## src/design/rtcat_cfg.svh

```systemverilog
// Offsets, field positions, reset values and timing counts of the alarm/timer block
`ifndef RTCAT_CFG_SVH
`define RTCAT_CFG_SVH

`define RTCAT_A_FLAGS    5'h01
`define RTCAT_A_SEC      5'h0B
`define RTCAT_A_MIN      5'h0C
`define RTCAT_A_HOUR     5'h0D
`define RTCAT_A_DAY      5'h0E
`define RTCAT_A_WDAY     5'h0F
`define RTCAT_A_VAL      5'h10
`define RTCAT_A_CTRL     5'h11

`define RTCAT_RST_ALARM  8'h80
`define RTCAT_RST_VAL    8'h00
`define RTCAT_RST_CTRL   8'h18

// Writable bits per register; the rest read as zero
`define RTCAT_WM_SEC     8'hFF
`define RTCAT_WM_HOUR    8'hBF
`define RTCAT_WM_DAY     8'hBF
`define RTCAT_WM_WDAY    8'h87
`define RTCAT_WM_CTRL    8'h1F

`define RTCAT_B_OFF      7
`define RTCAT_B_SRC_HI   4
`define RTCAT_B_SRC_LO   3
`define RTCAT_B_RUN      2
`define RTCAT_B_TIE      1
`define RTCAT_B_TP       0
`define RTCAT_B_AIE      7
`define RTCAT_B_AF       6
`define RTCAT_B_TF       3

// Interrupt pulse widths in 8192 Hz ticks
`define RTCAT_PW_4K_T1   8'h01
`define RTCAT_PW_4K      8'h02
`define RTCAT_PW_64_T1   8'h40
`define RTCAT_PW_64      8'h80
`define RTCAT_PW_SLOW    8'h80

// Divider taps on the oscillator count
`define RTCAT_TAP_8192   9'h003
`define RTCAT_TAP_4096   9'h007
`define RTCAT_TAP_64     9'h1FF
`define RTCAT_LAST_SEC   6'h3B

`endif

```

## src/design/rtcat_pkg.sv

```systemverilog
// Types shared by the alarm/timer block
package rtcat_pkg;
  typedef enum logic [1:0] {
    RTCAT_SRC_4K = 2'h0,
    RTCAT_SRC_64 = 2'h1,
    RTCAT_SRC_1  = 2'h2,
    RTCAT_SRC_60 = 2'h3
  } rtcat_src_e;

  typedef enum logic [1:0] {
    RTCAT_T_IDLE = 2'h0,
    RTCAT_T_LOAD = 2'h1,
    RTCAT_T_CNT  = 2'h3
  } rtcat_tmr_e;
endpackage

```

## src/design/rtcat_tick_if.sv

```systemverilog
// Source-clock tick pulses from the prescaler to the timer logic
`timescale 1ns/1ps
interface rtcat_tick_if;
  logic t8192;
  logic t4096;
  logic t64;
  logic t1;
  logic t1_60;
  modport src (output t8192, output t4096, output t64, output t1, output t1_60);
  modport dst (input t8192, input t4096, input t64, input t1, input t1_60);
endinterface

```

## src/design/rtcat_alarm_timer.sv

```systemverilog
// Alarm comparison and 8-bit countdown timer with register port and interrupt pin
`timescale 1ns/1ps
`include "rtcat_cfg.svh"
module rtcat_alarm_timer (
  input  wire logic       clk,
  input  wire logic       nrst,
  input  wire logic       osc_in,
  input  wire logic       corr_add,
  input  wire logic       corr_omit,
  input  wire logic       time_tick,
  input  wire logic [6:0] cur_sec,
  input  wire logic [6:0] cur_min,
  input  wire logic [5:0] cur_hour,
  input  wire logic [5:0] cur_day,
  input  wire logic [2:0] cur_wday,
  input  wire logic [4:0] addr,
  input  wire logic [7:0] wdata,
  input  wire logic       wr_stb,
  input  wire logic       rd_stb,
  output logic      [7:0] rdata,
  output logic            irq_n
);
  logic [7:0] sec_alm_r;
  logic [7:0] min_alm_r;
  logic [7:0] hour_alm_r;
  logic [7:0] day_alm_r;
  logic [7:0] wday_alm_r;
  logic [7:0] reload_r;
  logic [7:0] ctrl_r;
  logic [7:0] cnt_r;
  logic [7:0] pw_cnt_r;
  logic [7:0] rdata_r;
  logic       aie_r;
  logic       af_r;
  logic       tf_r;
  logic       match_prev_r;
  logic       pulse_on_r;
  logic       irq_n_r;
  logic       af_nxt;
  logic       tf_nxt;
  logic       pulse_nxt;
  logic       aie_nxt;
  logic [7:0] ctrl_nxt;
  logic       match;
  logic       af_set;
  logic       tf_set;
  logic       src_tick;
  logic       run;
  logic       countdown_irq_on;
  logic       tp;
  logic [4:0] alm_on;
  logic [4:0] alm_eq;
  rtcat_pkg::rtcat_src_e src;
  rtcat_pkg::rtcat_tmr_e state_r;

  rtcat_tick_if tk ();

  rtcat_prescaler u_pre (
    .clk       (clk),
    .nrst      (nrst),
    .osc_in    (osc_in),
    .corr_add  (corr_add),
    .corr_omit (corr_omit),
    .tk        (tk)
  );

  function automatic logic hit(input logic [4:0] a, input logic [4:0] o);
    return a == o;
  endfunction

  function automatic logic [7:0] pw_len(input rtcat_pkg::rtcat_src_e s,
                                        input logic [7:0] t);
    logic one;
    one = (t == 8'h01);
    unique case (s)
      rtcat_pkg::RTCAT_SRC_4K: pw_len = one ? `RTCAT_PW_4K_T1 : `RTCAT_PW_4K;
      rtcat_pkg::RTCAT_SRC_64: pw_len = one ? `RTCAT_PW_64_T1 : `RTCAT_PW_64;
      rtcat_pkg::RTCAT_SRC_1,
      rtcat_pkg::RTCAT_SRC_60: pw_len = `RTCAT_PW_SLOW;
    endcase
  endfunction

  assign src = rtcat_pkg::rtcat_src_e'(ctrl_r[`RTCAT_B_SRC_HI:`RTCAT_B_SRC_LO]);
  assign run = ctrl_r[`RTCAT_B_RUN];
  assign countdown_irq_on = ctrl_r[`RTCAT_B_TIE];
  assign tp  = ctrl_r[`RTCAT_B_TP];

  ////////////////////////////////////////////////////////////////////////////
  // Alarm registers
  always_ff @(posedge clk or negedge nrst) begin
    if (!nrst) begin
      sec_alm_r  <= `RTCAT_RST_ALARM;
      min_alm_r  <= `RTCAT_RST_ALARM;
      hour_alm_r <= `RTCAT_RST_ALARM;
      day_alm_r  <= `RTCAT_RST_ALARM;
      wday_alm_r <= `RTCAT_RST_ALARM;
    end else if (wr_stb) begin
      if (hit(addr, `RTCAT_A_SEC)) begin
        sec_alm_r <= wdata & `RTCAT_WM_SEC;
      end
      if (hit(addr, `RTCAT_A_MIN)) begin
        min_alm_r <= wdata & `RTCAT_WM_SEC;
      end
      if (hit(addr, `RTCAT_A_HOUR)) begin
        hour_alm_r <= wdata & `RTCAT_WM_HOUR;
      end
      if (hit(addr, `RTCAT_A_DAY)) begin
        day_alm_r <= wdata & `RTCAT_WM_DAY;
      end
      if (hit(addr, `RTCAT_A_WDAY)) begin
        wday_alm_r <= wdata & `RTCAT_WM_WDAY;
      end
    end
  end

  ////////////////////////////////////////////////////////////////////////////
  // Alarm comparison
  always_comb begin
    alm_on = ~{sec_alm_r[`RTCAT_B_OFF], min_alm_r[`RTCAT_B_OFF], hour_alm_r[`RTCAT_B_OFF],
               day_alm_r[`RTCAT_B_OFF], wday_alm_r[`RTCAT_B_OFF]};
    alm_eq = {sec_alm_r[6:0] == cur_sec, min_alm_r[6:0] == cur_min,
              hour_alm_r[5:0] == cur_hour, day_alm_r[5:0] == cur_day,
              wday_alm_r[2:0] == cur_wday};
    // With every field off nothing can match, so the flag never fires
    match = (|alm_on) & (&(alm_eq | ~alm_on));
  end

  // Only the tick that enters a match sets the flag, so clearing it inside
  // a still-matching window does not re-raise it
  assign af_set = time_tick & match & ~match_prev_r;

  always_ff @(posedge clk or negedge nrst) begin
    if (!nrst) begin
      match_prev_r <= 1'b0;
    end else if (time_tick) begin
      match_prev_r <= match;
    end
  end

  ////////////////////////////////////////////////////////////////////////////
  // Flag register: writing 0 to a flag clears it, a set in the same cycle wins
  always_comb begin
    af_nxt  = af_r;
    tf_nxt  = tf_r;
    aie_nxt = aie_r;
    if (wr_stb && hit(addr, `RTCAT_A_FLAGS)) begin
      aie_nxt = wdata[`RTCAT_B_AIE];
      af_nxt = af_r & wdata[`RTCAT_B_AF];
      tf_nxt = tf_r & wdata[`RTCAT_B_TF];
    end
    if (af_set) begin
      af_nxt = 1'b1;
    end
    if (tf_set) begin
      tf_nxt = 1'b1;
    end
  end

  always_ff @(posedge clk or negedge nrst) begin
    if (!nrst) begin
      af_r  <= 1'b0;
      tf_r  <= 1'b0;
      aie_r <= 1'b0;
    end else begin
      af_r <= af_nxt;
      tf_r  <= tf_nxt;
      aie_r <= aie_nxt;
    end
  end

  ////////////////////////////////////////////////////////////////////////////
  // Timer configuration
  assign ctrl_nxt = (wr_stb && hit(addr, `RTCAT_A_CTRL)) ? (wdata & `RTCAT_WM_CTRL) : ctrl_r;
  always_ff @(posedge clk or negedge nrst) begin
    if (!nrst) begin
      reload_r <= `RTCAT_RST_VAL;
      ctrl_r   <= `RTCAT_RST_CTRL;
    end else if (wr_stb) begin
      if (hit(addr, `RTCAT_A_VAL)) begin
        reload_r <= wdata;
      end
      ctrl_r <= ctrl_nxt;
    end
  end

  always_comb begin
    unique case (src)
      rtcat_pkg::RTCAT_SRC_4K: src_tick = tk.t4096;
      rtcat_pkg::RTCAT_SRC_64: src_tick = tk.t64;
      rtcat_pkg::RTCAT_SRC_1:  src_tick = tk.t1;
      rtcat_pkg::RTCAT_SRC_60: src_tick = tk.t1_60;
    endcase
  end

  assign tf_set = (state_r == rtcat_pkg::RTCAT_T_CNT) & run & (reload_r != 8'h00) &
                  src_tick & (cnt_r <= 8'h01);

  ////////////////////////////////////////////////////////////////////////////
  // Timer sequencing
  always_ff @(posedge clk or negedge nrst) begin
    if (!nrst) begin
      state_r <= rtcat_pkg::RTCAT_T_IDLE;
    end else begin
      unique case (state_r)
        rtcat_pkg::RTCAT_T_IDLE: begin
          if (run && reload_r != 8'h00) begin
            state_r <= rtcat_pkg::RTCAT_T_LOAD;
          end
        end
        rtcat_pkg::RTCAT_T_LOAD: begin
          // Fast sources spend one tick aligning, so the first period is T to T+1
          if (src_tick || src[1]) begin
            state_r <= rtcat_pkg::RTCAT_T_CNT;
          end
        end
        rtcat_pkg::RTCAT_T_CNT: begin
          if (!run || reload_r == 8'h00) begin
            state_r <= rtcat_pkg::RTCAT_T_IDLE;
          end
        end
        default: begin
          state_r <= rtcat_pkg::RTCAT_T_IDLE;
        end
      endcase
    end
  end

  // Prescaler runs free, so the first tick after enabling lands anywhere
  // within one source period: that is the first-period uncertainty
  always_ff @(posedge clk or negedge nrst) begin
    if (!nrst) begin
      cnt_r <= `RTCAT_RST_VAL;
    end else if (wr_stb && hit(addr, `RTCAT_A_VAL)) begin
      cnt_r <= wdata;
    end else if (state_r == rtcat_pkg::RTCAT_T_LOAD) begin
      cnt_r <= reload_r;
    end else if (tf_set) begin
      cnt_r <= reload_r;
    end else if (state_r == rtcat_pkg::RTCAT_T_CNT && run && src_tick) begin
      cnt_r <= cnt_r - 8'h01;
    end
  end

  ////////////////////////////////////////////////////////////////////////////
  // Interrupt pulse timed on 8192 Hz ticks
  always_comb begin
    pulse_nxt = pulse_on_r;
    if (tf_set) begin
      pulse_nxt = 1'b1;
    end else if (pulse_on_r && tk.t8192 && pw_cnt_r <= 8'h01) begin
      pulse_nxt = 1'b0;
    end
  end

  always_ff @(posedge clk or negedge nrst) begin
    if (!nrst) begin
      pulse_on_r <= 1'b0;
      pw_cnt_r   <= 8'h00;
    end else begin
      pulse_on_r <= pulse_nxt;
      if (tf_set) begin
        pw_cnt_r <= pw_len(src, reload_r);
      end else if (pulse_on_r && tk.t8192) begin
        pw_cnt_r <= pw_cnt_r - 8'h01;
      end
    end
  end

  // Built from next-state values so flag and pin move on the same edge
  always_ff @(posedge clk or negedge nrst) begin
    if (!nrst) begin
      irq_n_r <= 1'b1;
    end else begin
      irq_n_r <= ~((aie_nxt & af_nxt) |
                   (ctrl_nxt[`RTCAT_B_TIE] &
                    (ctrl_nxt[`RTCAT_B_TP] ? pulse_nxt : tf_nxt)));
    end
  end

  assign irq_n = irq_n_r;

  ////////////////////////////////////////////////////////////////////////////
  // Read port
  always_ff @(posedge clk or negedge nrst) begin
    if (!nrst) begin
      rdata_r <= 8'h00;
    end else if (rd_stb) begin
      unique case (addr)
        `RTCAT_A_FLAGS: rdata_r <= {aie_r, af_r, 2'h0, tf_r, 3'h0};
        `RTCAT_A_SEC:   rdata_r <= sec_alm_r;
        `RTCAT_A_MIN:   rdata_r <= min_alm_r;
        `RTCAT_A_HOUR:  rdata_r <= hour_alm_r;
        `RTCAT_A_DAY:   rdata_r <= day_alm_r;
        `RTCAT_A_WDAY:  rdata_r <= wday_alm_r;
        `RTCAT_A_VAL:   rdata_r <= cnt_r;
        `RTCAT_A_CTRL:  rdata_r <= ctrl_r;
        default:        rdata_r <= 8'h00;
      endcase
    end else begin
      rdata_r <= 8'h00;
    end
  end

  assign rdata = rdata_r;
endmodule

```

## src/design/rtcat_prescaler.sv

```systemverilog
// Divides the synchronised 32.768 kHz oscillator into timer source ticks
`timescale 1ns/1ps
`include "rtcat_cfg.svh"
module rtcat_prescaler (
  input  wire logic clk,
  input  wire logic nrst,
  input  wire logic osc_in,
  input  wire logic corr_add,
  input  wire logic corr_omit,
  rtcat_tick_if.src tk
);
  logic [2:0] osc_sync_r;
  logic [8:0] low_r;
  logic [5:0] high_r;
  logic [5:0] sec_r;
  logic       osc_rise;
  logic       step_64;

  function automatic logic tap(input logic [8:0] v, input logic [8:0] m);
    return (v & m) == m;
  endfunction

  ////////////////////////////////////////////////////////////////////////////
  always_ff @(posedge clk or negedge nrst) begin
    if (!nrst) begin
      osc_sync_r <= 3'h0;
    end else begin
      osc_sync_r <= {osc_sync_r[1:0], osc_in};
    end
  end

  assign osc_rise = osc_sync_r[1] & ~osc_sync_r[2];

  always_ff @(posedge clk or negedge nrst) begin
    if (!nrst) begin
      low_r <= 9'h000;
    end else if (osc_rise) begin
      low_r <= low_r + 9'h001;
    end
  end

  assign tk.t8192 = osc_rise & tap(low_r, `RTCAT_TAP_8192);
  assign tk.t4096 = osc_rise & tap(low_r, `RTCAT_TAP_4096);
  assign tk.t64   = osc_rise & tap(low_r, `RTCAT_TAP_64);

  // Correction sits above 64 Hz so only the 1 Hz and 1/60 Hz sources move
  assign step_64 = (tk.t64 & ~corr_omit) | corr_add;

  ////////////////////////////////////////////////////////////////////////////
  always_ff @(posedge clk or negedge nrst) begin
    if (!nrst) begin
      high_r <= 6'h00;
    end else if (step_64) begin
      high_r <= high_r + 6'h01;
    end
  end

  assign tk.t1 = step_64 & (high_r == 6'h3F);

  always_ff @(posedge clk or negedge nrst) begin
    if (!nrst) begin
      sec_r <= 6'h00;
    end else if (tk.t1) begin
      sec_r <= (sec_r == `RTCAT_LAST_SEC) ? 6'h00 : sec_r + 6'h01;
    end
  end

  assign tk.t1_60 = tk.t1 & (sec_r == `RTCAT_LAST_SEC);
endmodule

```

## config.mk

```make
export PLATFORM = sky130hd
export DESIGN_NAME = rtcat_alarm_timer
export DESIGN_NICKNAME = d
export VERILOG_FILES = /design/src/design/rtcat_pkg.sv /design/src/design/rtcat_tick_if.sv /design/src/design/rtcat_alarm_timer.sv /design/src/design/rtcat_prescaler.sv
export VERILOG_INCLUDE_DIRS = /design/src /design/src/design
export SDC_FILE = /design/constraint.sdc
export NUM_CORES = 1
export LEC_CHECK = 0
export CAP_MARGIN = 20
export CORE_MARGIN = 2
export CORE_UTILIZATION = 64
export DETAILED_ROUTE_END_ITERATION = 12
export DONT_BUFFER_PORTS = 1
export PLACE_DENSITY = 0.8
export SYNTH_ARGS = -nofsm -noshare
export SYNTH_HDL_FRONTEND = slang
export SYNTH_SLANG_ARGS = --single-unit
```

## constraint.sdc

```tcl
create_clock -name clk -period 3.1 [get_ports clk]
set_clock_uncertainty 0.1 [all_clocks]
set_input_delay 0.465 -clock clk [delete_from_list [all_inputs] [get_ports clk]]
set_output_delay 0.465 -clock clk [all_outputs]
set_load 0.01 [all_outputs]
```

==> results of run 1 <==
## critical path, cell delays in order (launching register included)
cell and delay, ns:
dfrtp_1 0.41, ha_1 0.29, nand2_1 0.10, nor2_1 0.05, ha_1 0.21, and4bb_2 0.24
o211a_1 0.23, a21o_1 0.21, a21oi_1 0.44, o221ai_1 0.18, a31oi_1 0.19
## cells in the final DEF (no fill, tap or decap), types with 4 or more instances in the layout
master | netlist | final
dfrtp_1 | 95 | 95
nand2_1 | 67 | 67
mux2_2 | 41 | 41
xnor2_1 | 30 | 30
nor2_1 | 25 | 25
xor2_1 | 21 | 21
o21ai_0 | 19 | 19
a22oi_1 | 16 | 16
a21oi_1 | 13 | 13
inv_1 | 12 | 12
a31oi_1 | 12 | 12
nand3_1 | 11 | 11
clkbuf_8 | 0 | 10
ha_1 | 9 | 9
nor4_1 | 8 | 8
nand4_1 | 8 | 8
dfstp_2 | 8 | 8
nor3_1 | 6 | 6
nand2b_1 | 6 | 6
and3_1 | 6 | 6
buf_4 | 1 | 6
nand3b_1 | 5 | 5
nor2b_1 | 4 | 4
a222oi_1 | 4 | 4
mux2i_1 | 4 | 4
or3_1 | 4 | 4
o221ai_1 | 4 | 4
## layout make-up
cell class / count / area [µm²] / area share
Inverter: 12 / 45.0 / 0.00792
Clock inverter: 5 / 56.3 / 0.00990
Timing Repair Buffer: 8 / 82.6 / 0.0145
Clock buffer: 11 / 141 / 0.0249
Sequential cell: 103 / 2590 / 0.455
Tap cell: 105 / 131 / 0.0231
Multi-Input combinational cell: 372 / 2650 / 0.465
## sequential cells by signal (all words and copies together) (netlist names)
| signal | flops |
|---|---|
| tf_r | 1 |
| u_pre.high_r | 6 |
| match_prev_r | 1 |
| ctrl_r | 5 |
| u_pre.osc_sync_r | 3 |
| sec_alm_r | 8 |
| irq_n | 1 |
| day_alm_r | 7 |
| af_r | 1 |
| hour_alm_r | 7 |
| wday_alm_r | 4 |
| u_pre.sec_r | 6 |
| pw_cnt_r | 8 |
| reload_r | 8 |
| state_r | 2 |
| pulse_on_r | 1 |
| u_pre.low_r | 9 |
| rdata | 8 |
| min_alm_r | 8 |
| cnt_r | 8 |
| aie_r | 1 |
## cells by family (layout without fill, tap and decap cells)
family / Yosys count / count (layout)
muxes: 46 / 46
DFF: 103 / 103
xor gates and xnor gates: 51 / 51
buffers and inverters: 29 / 36
adders and majority gates: 10 / 10
AOI/OAI and AO/OA: 94 / 94
and+or+nand+nor: 171 / 171
## power by group
| part | switching, mW | leakage, nW | internal, mW |
|---|---|---|---|
| logic | 0.523 | 1.01 | 0.542 |
| registers | 0.346 | 1.28 | 1.65 |
| clock network | 0.455 | 0.0997 | 0.396 |
## how the worst max path moves through the flow
stage / start / to / slack, ns / cells past startpoint
after global placement: u_pre.low_r[2] / pw_cnt_r[1] / 0.43 / 10
final: u_pre.low_r[0] / cnt_r[3] / 0.37 / 10
after global routing: u_pre.low_r[0] / cnt_r[0] / 0.22 / 12
after detailed placement: u_pre.low_r[2] / pw_cnt_r[1] / 0.23 / 10
after CTS: u_pre.low_r[2] / pw_cnt_r[1] / 0.22 / 10
after floorplan: u_pre.low_r[2] / cnt_r[1] / 0.68 / 11
## what timing repair did
item,in CTS,in global routing
hold endpoints to repair,103,0
endpoints found under the setup margin,0,1
gates resized for setup,0,1
hold buffers,2,0
## metal layers
| layer | vias up | wire, µm | track usage |
|---|---|---|---|
| li1 | 1835 | - | - |
| met1 | 1992 | 5360 | 0.405 |
| met3 | 35 | 1120 | 0.0877 |
| met4 | 0 | 300 | 0.107 |
| met2 | 170 | 5720 | 0.435 |
| met5 | - | 0 | 0 |
==> results.toml, run 1 <==
[outcome]
status = "completed"

[placement]
dpl.hpwl_um = 9100
place_area_mm2 = 0.00545
numPortBuffers = 0
place_congestion = 0.968
dp.cells = 598
post-place-ws_ns = 0.232

[power_and_ir_drop]
p_per_area_mw_per_mm2 = 688
irDropWorstVdd_uv = 385
p_total_mw = 3.91
p_leak_nw = 2.39

[routing]
wl_per_cell_um = 20.3
first_pass_iters = 5
drc_errors = 0
routed_wirelength_um = 12500
dr.first_iter.drc_count = 354
vias_per_cell = 6.55
vias = 4032
ant_nets = 0

[sta]
hold_violations = 0
setup_ws_ns = 0.371
period_needed_ns = 2.73
hold_ws_ns = 0.0190
setup_viol = 0
worst_slew_margin_rel = 0.617
max_freq_ghz = 0.366
rsz0062_at_grt = "no"
final.period_utilization = 0.880
setup-tns-final_ns = 0
maxSlewViolCount = 0
tightest_slew_ns = 0.572

[worst_hold_path]
min_delay_path_depth = 0
holdPathEnd = "u_pre.osc_sync_r[0]"
min_from = "osc_in"
hold_path.class = "in -> reg"

[floorplan]
die_area_mm2 = 0.00912
placementRows = 33
dieWidth_um = 95.5
io_pins = 59
initial_utilization = 0.655
fp.coreArea_mm2 = 0.00818
die_y_um = 95.5

[cts]
numCtsBuffers = 9
clock-root-buffer = "clkbuf_8"
h-tree-depth = 3
cts_buffer_depth = 2
path_clk_slew_ns = 0.09
clk_latency_ns = 0.37
cts_tree = "built"
cts_sinks = 103
cts_setup_buffers = 0

[run]
drv_cap = 0

[yosys]
yosys-top-cells-area = "dfrtp_1 44%, mux2_2 8.6%, xnor2_1 4.9%"
synthTopCellsByCount = "95 x dfrtp_1, 67 x nand2_1, 41 x mux2_2, 30 x xnor2_1, 25 x nor2_1"
synthArstFlopShare = 1.00
synth_top_family_by_area = "simple AND/OR/NAND/NOR gates"
synth_area_per_cell_um2 = 10.6
synthesis.nets = 563
yosys.cell_count.top_type = "dfrtp_1"
synth_fa_ha_area_frac = 0.0229
synth_compound_area_frac = 0.124
netlist_area_mm2 = 0.00536
yosys-mux-area-fraction = 0.0965
synth_area_leader_cell = "dfrtp_1"
ys_ff_latch = 103
synth_xor_xnor_area_share = 0.0834
ys_types = 64
dominantRegCellSynth = "dfrtp_1"
synthCells = 504
synth_top_area_frac = 0.444
yosysWarnings = 0
seq_area_frac_synth = 0.483
synth_edf_count = 0
yosys.area_share.simple = 0.167

[setup_path]
rrSetupSlack_ns = 0.37
rr_startpoint = "u_pre.low_r[0]"
cp_max_fo = 6
crit_type = "reg -> reg"
worstPathRequired_ns = 3.29
r2r_end = "cnt_r[3]"
cp_data_arrival_time_ns = 2.92
start_kind = "flop"
crit_path_end_kind = "flop"
reg2reg_depth = 10

[global_route]
grt_pass1_wl_um = 20000
grt_max_degree = 104
antenna_found_initial = 0
grt_pass1_vias = 3966
grtUsageTotal = 0.292
overflow = 0

[layout]
nets = 565
final_cells = 616
nFillCells = 625
syn2layout_area_growth_pct = 6.21
fin_area_mm2 = 0.00569
antenna_cells = 0
fin_util = 0.696
drive_gt1_frac = 0.174
(Power assumes the default switching activity.)
==> inputs of run 2 (changes only) <==
- clock period: 3.1 -> 3 ns (I/O delays scaled with it)
==> run 2 against run 1 <==
Compared with the run above: wire length hardly changed; core utilization is 0.20 points lower; critical path type unchanged; critical endpoint is now pw_cnt_r[1]; fmax is 1.7% higher; die area stayed put; register-to-register slack worse by 0.05 ns.
==> results.toml, run 2 (same netlist as run 1, synthesis figures left out) <==
[floorplan]
io_pins = 59
die_area_mm2 = 0.00912
dieWidth_um = 95.5
placementRows = 33
initial_utilization = 0.655
die_y_um = 95.5
fp.coreArea_mm2 = 0.00818

[cts]
cts_buffer_depth = 2
clock-root-buffer = "clkbuf_8"
cts_tree = "built"
cts_sinks = 103
clk_latency_ns = 0.37
path_clk_slew_ns = 0.10
h-tree-depth = 3
numCtsBuffers = 9
cts_setup_buffers = 0

[setup_path]
worstPathRequired_ns = 3.17
crit_type = "reg -> reg"
cp_max_fo = 15
crit_path_end_kind = "flop"
start_kind = "flop"
cp_data_arrival_time_ns = 2.85

[run]
drv_cap = 0

[routing]
vias_per_cell = 6.54
routed_wirelength_um = 12500
wl_per_cell_um = 20.3
dr.first_iter.drc_count = 316
ant_nets = 0
drc_errors = 0
vias = 4038
first_pass_iters = 5

[sta]
final.period_utilization = 0.895
setup-tns-final_ns = 0
hold_violations = 0
worst_slew_margin_rel = 0.609
rsz0062_at_grt = "no"
max_freq_ghz = 0.373
maxSlewViolCount = 0
period_needed_ns = 2.68
setup_viol = 0
setup_ws_ns = 0.316
tightest_slew_ns = 0.585

[layout]
fin_area_mm2 = 0.00567
fin_util = 0.694
syn2layout_area_growth_pct = 5.91
largest_reg_flops = 9
drive_gt1_frac = 0.174
mostFrequentLayoutCells = "95 x dfrtp_1, 67 x nand2_1, 41 x mux2_2"
largest-register = "u_pre.low_r"
nFillCells = 599
nets = 567
antenna_cells = 0
layout_commonest_cell = "dfrtp_1"

[global_route]
grtUsageTotal = 0.289
grt_max_degree = 104
overflow = 0
grt_pass1_wl_um = 19800
antenna_found_initial = 0
grt_pass1_vias = 3965

[power_and_ir_drop]
irDropWorstVdd_uv = 359
p_per_area_mw_per_mm2 = 697
p_total_mw = 3.96
p_leak_nw = 2.37

[worst_hold_path]
hold_path.class = "in -> reg"

[placement]
post-place-ws_ns = 0.174
place_area_mm2 = 0.00546
place_congestion = 0.952
dpl.hpwl_um = 8980
numPortBuffers = 0

[outcome]
status = "completed"
## run 2: worst paths after layout
| kind | start | end | slack [ns] | depth (start not counted) |
|---|---|---|---|---|
| worst min-delay path | time_tick | match_prev_r | 0.08 | 1 |
| worst max-delay path | u_pre.low_r[2] | pw_cnt_r[1] | 0.32 | 10 |
| worst max register to register | u_pre.low_r[2] | pw_cnt_r[1] | 0.32 | 10 |
| worst min register to register | u_pre.osc_sync_r[0] | u_pre.osc_sync_r[1] | 0.26 | 0 |
| max in group asynchronous | nrst | hour_alm_r[7] | 1.82 | 2 |
| min in group asynchronous | nrst | pw_cnt_r[2] | 0.55 | 2 |
## run 2: where the power goes
group | internal (mW) | switching, mW
Sequential | 1.71 | 0.362
Combinational | 0.563 | 0.546
Clock | 0.298 | 0.480
Total | 2.57 | 1.39
## run 2: critical path, cell delays in order (launching register included)
cell and delay, ns:
dfrtp_1 0.42, and3_1 0.22, nand3_1 0.11, nor2_1 0.14, ha_1 0.20, and4bb_2 0.25, o211a_1 0.16, a21o_1 0.19
and2_2 0.37, inv_1 0.13, o41ai_2 0.29
## run 2: timing repair
item | in CTS | in global routing
resized for setup | 0 | 1
endpoints found under the hold margin | 104 | 0
setup endpoints to repair | 0 | 3
hold buffers | 3 | 0
## run 2: per-stage QoR
step | hold WS [ns] | instances
floorplan | 0.0544 | 504
global placement | 0.0579 | 599
detailed placement | 0.0567 | 599
CTS | 0.0792 | 617
global route | 0.0791 | 617
finish | 0.0823 | 617
## run 2: final cells by class
class	count	area [µm²]	share of cell area
multi-input combinational	372	2650	0.466
timing repair buffer	10	100	0.0176
clock buffer	10	128	0.0225
tap	105	131	0.0232
inverter	12	45.0	0.00794
sequential	103	2590	0.456
clock inverter	5	36.3	0.00640
## run 2: per-layer routing
layer	part of all wire	vias to the layer above	global-route usage	routed length (µm)
met4	0.015	0	0.0833	192
met2	0.46	162	0.438	5770
met3	0.090	24	0.0632	1130
met1	0.43	2016	0.422	5420
li1	-	1836	-	-
met5	0	-	0	0
==> inputs of run 3 (changes only) <==
- CORE_MARGIN: 2 -> 4
==> run 3 against run 2 <==
Compared with the run above: clock-buffer cell count unchanged; critical endpoint is now cnt_r[7]; register-to-register slack better by 0.04 ns; sequential share of layout area shrank 0.38 points; sequential power hardly changed; cell area increased by 0.84%; non-clock buffer count did not move; critical path depth is 2 higher; fmax rose by 1.7%; largest cell class unchanged.
==> results.toml, run 3 (same netlist as run 1, synthesis figures left out) <==
[floorplan]
fp.coreArea_mm2 = 0.00818
dieWidth_um = 99.5
placementRows = 33
die_y_um = 99.5
initial_utilization = 0.655
io_pins = 59
die_area_mm2 = 0.00990

[layout]
mostFrequentLayoutCells = "95 x dfrtp_1, 67 x nand2_1, 41 x mux2_2"
layout_commonest_cell = "dfrtp_1"
regArea_mm2 = 0.00259
largest-register = "u_pre.low_r"
drive_gt1_frac = 0.175
syn2layout_area_growth_pct = 6.80
nFillCells = 600
antenna_cells = 0
fin_area_mm2 = 0.00572
multiInputGateArea_mm2 = 0.00264
nets = 567
largest_reg_flops = 9

[global_route]
grt_max_degree = 104
antenna_found_initial = 0
overflow = 0
grtUsageTotal = 0.266
grt_pass1_wl_um = 20600
grt_pass1_vias = 4003

[sta]
worst_slew_margin_rel = 0.568
hold_violations = 0
rsz0062_at_grt = "no"
period_needed_ns = 2.64
tightest_slew_ns = 0.648
maxSlewViolCount = 0
max_freq_ghz = 0.379
final.period_utilization = 0.880
setup_viol = 0
setup-tns-final_ns = 0

[placement]
place_area_mm2 = 0.00546
dpl.hpwl_um = 9160
numPortBuffers = 0
place_congestion = 1.01

[cts]
cts_setup_buffers = 0
clock-root-buffer = "clkbuf_8"
clk_latency_ns = 0.37
cts_sinks = 103
cts_tree = "built"
numCtsBuffers = 9
cts_resized = 0
h-tree-depth = 3
path_clk_slew_ns = 0.11
cts_buffer_depth = 2
holdBufCountCts = 3

[worst_hold_path]
hold_path.class = "in -> reg"
min_from = "time_tick"

[setup_path]
reg2reg_depth = 12
cp-endpoint = "cnt_r[7]"
crit_path_end_kind = "flop"
cp_max_fo = 13
rrSetupSlack_ns = 0.36
r2r_end = "cnt_r[7]"
worstPathRequired_ns = 3.20
crit_type = "reg -> reg"
crit_start = "u_pre.low_r[0]"
rr_startpoint = "u_pre.low_r[0]"
start_kind = "flop"
cp_data_arrival_time_ns = 2.84

[outcome]
status = "completed"

[routing]
wl_met3_um = 1310
drc_errors = 0
first_pass_iters = 5
routed-wl-met2_um = 5920
vias_per_cell = 6.52
wl_per_cell_um = 20.4
dr.first_iter.drc_count = 280
ant_nets = 0
routed_wirelength_um = 12600
top_layer = "met4"
wl_met1_um = 5150
vias = 4031

[power_and_ir_drop]
irDropWorstVdd_uv = 441
p_per_area_mw_per_mm2 = 716
p_leak_nw = 2.41

[run]
drv_cap = 0
## run 3: cell type report
class,count,area share
multi-input cells,372,0.462
flip-flops and latches,103,0.452
clock buffers,10,0.0241
well taps,105,0.0230
repair buffers,10,0.0175
clock inverters,6,0.0131
inverters,12,0.00787
## run 3: metal layers
metal	up-vias	global-route usage
met1	1997	0.373
met4	0	0.0683
met3	26	0.0806
met5	-	0
li1	1839	-
met2	169	0.409
## run 3: critical path, stage by stage (launching register included)
cell and delay (ns):
dfrtp_1 0.42, ha_1 0.28, nand2_1 0.10, nor2_1 0.05, ha_1 0.20, and4bb_2 0.24, o211a_1 0.22, buf_4 0.17
a21oi_1 0.19, o21ai_0 0.13, buf_4 0.20, o22a_1 0.22, o211ai_2 0.07
## run 3: worst min path at each step
stage | to | cells past startpoint | slack [ns]
6_report | match_prev_r | 1 | 0.08
3_3_place_gp | u_pre.low_r[6] | 0 | 0.06
2_1_floorplan | af_r | 0 | 0.05
5_1_grt | match_prev_r | 1 | 0.06
4_1_cts | match_prev_r | 1 | 0.07
3_5_place_dp | u_pre.low_r[6] | 0 | 0.06
## run 3: metrics by stage
stage          hold WS (ns)   util  total power [mW]  setup slack (ns)  cells
2_1_floorplan        0.0544      -              2.86             0.577    504
3_3_place_gp         0.0582  0.668              3.07             0.514    599
5_1_grt              0.0552  0.700              4.35             0.140    618
4_1_cts              0.0674  0.700              4.09             0.362    618
6_report             0.0752  0.700              4.10             0.360    618
3_5_place_dp         0.0585  0.668              3.14             0.414    599
## run 3: power by group
group	total [mW]	switching, mW	internal [mW]
logic	1.10	0.544	0.561
clock network	0.927	0.504	0.422
registers	2.07	0.360	1.71
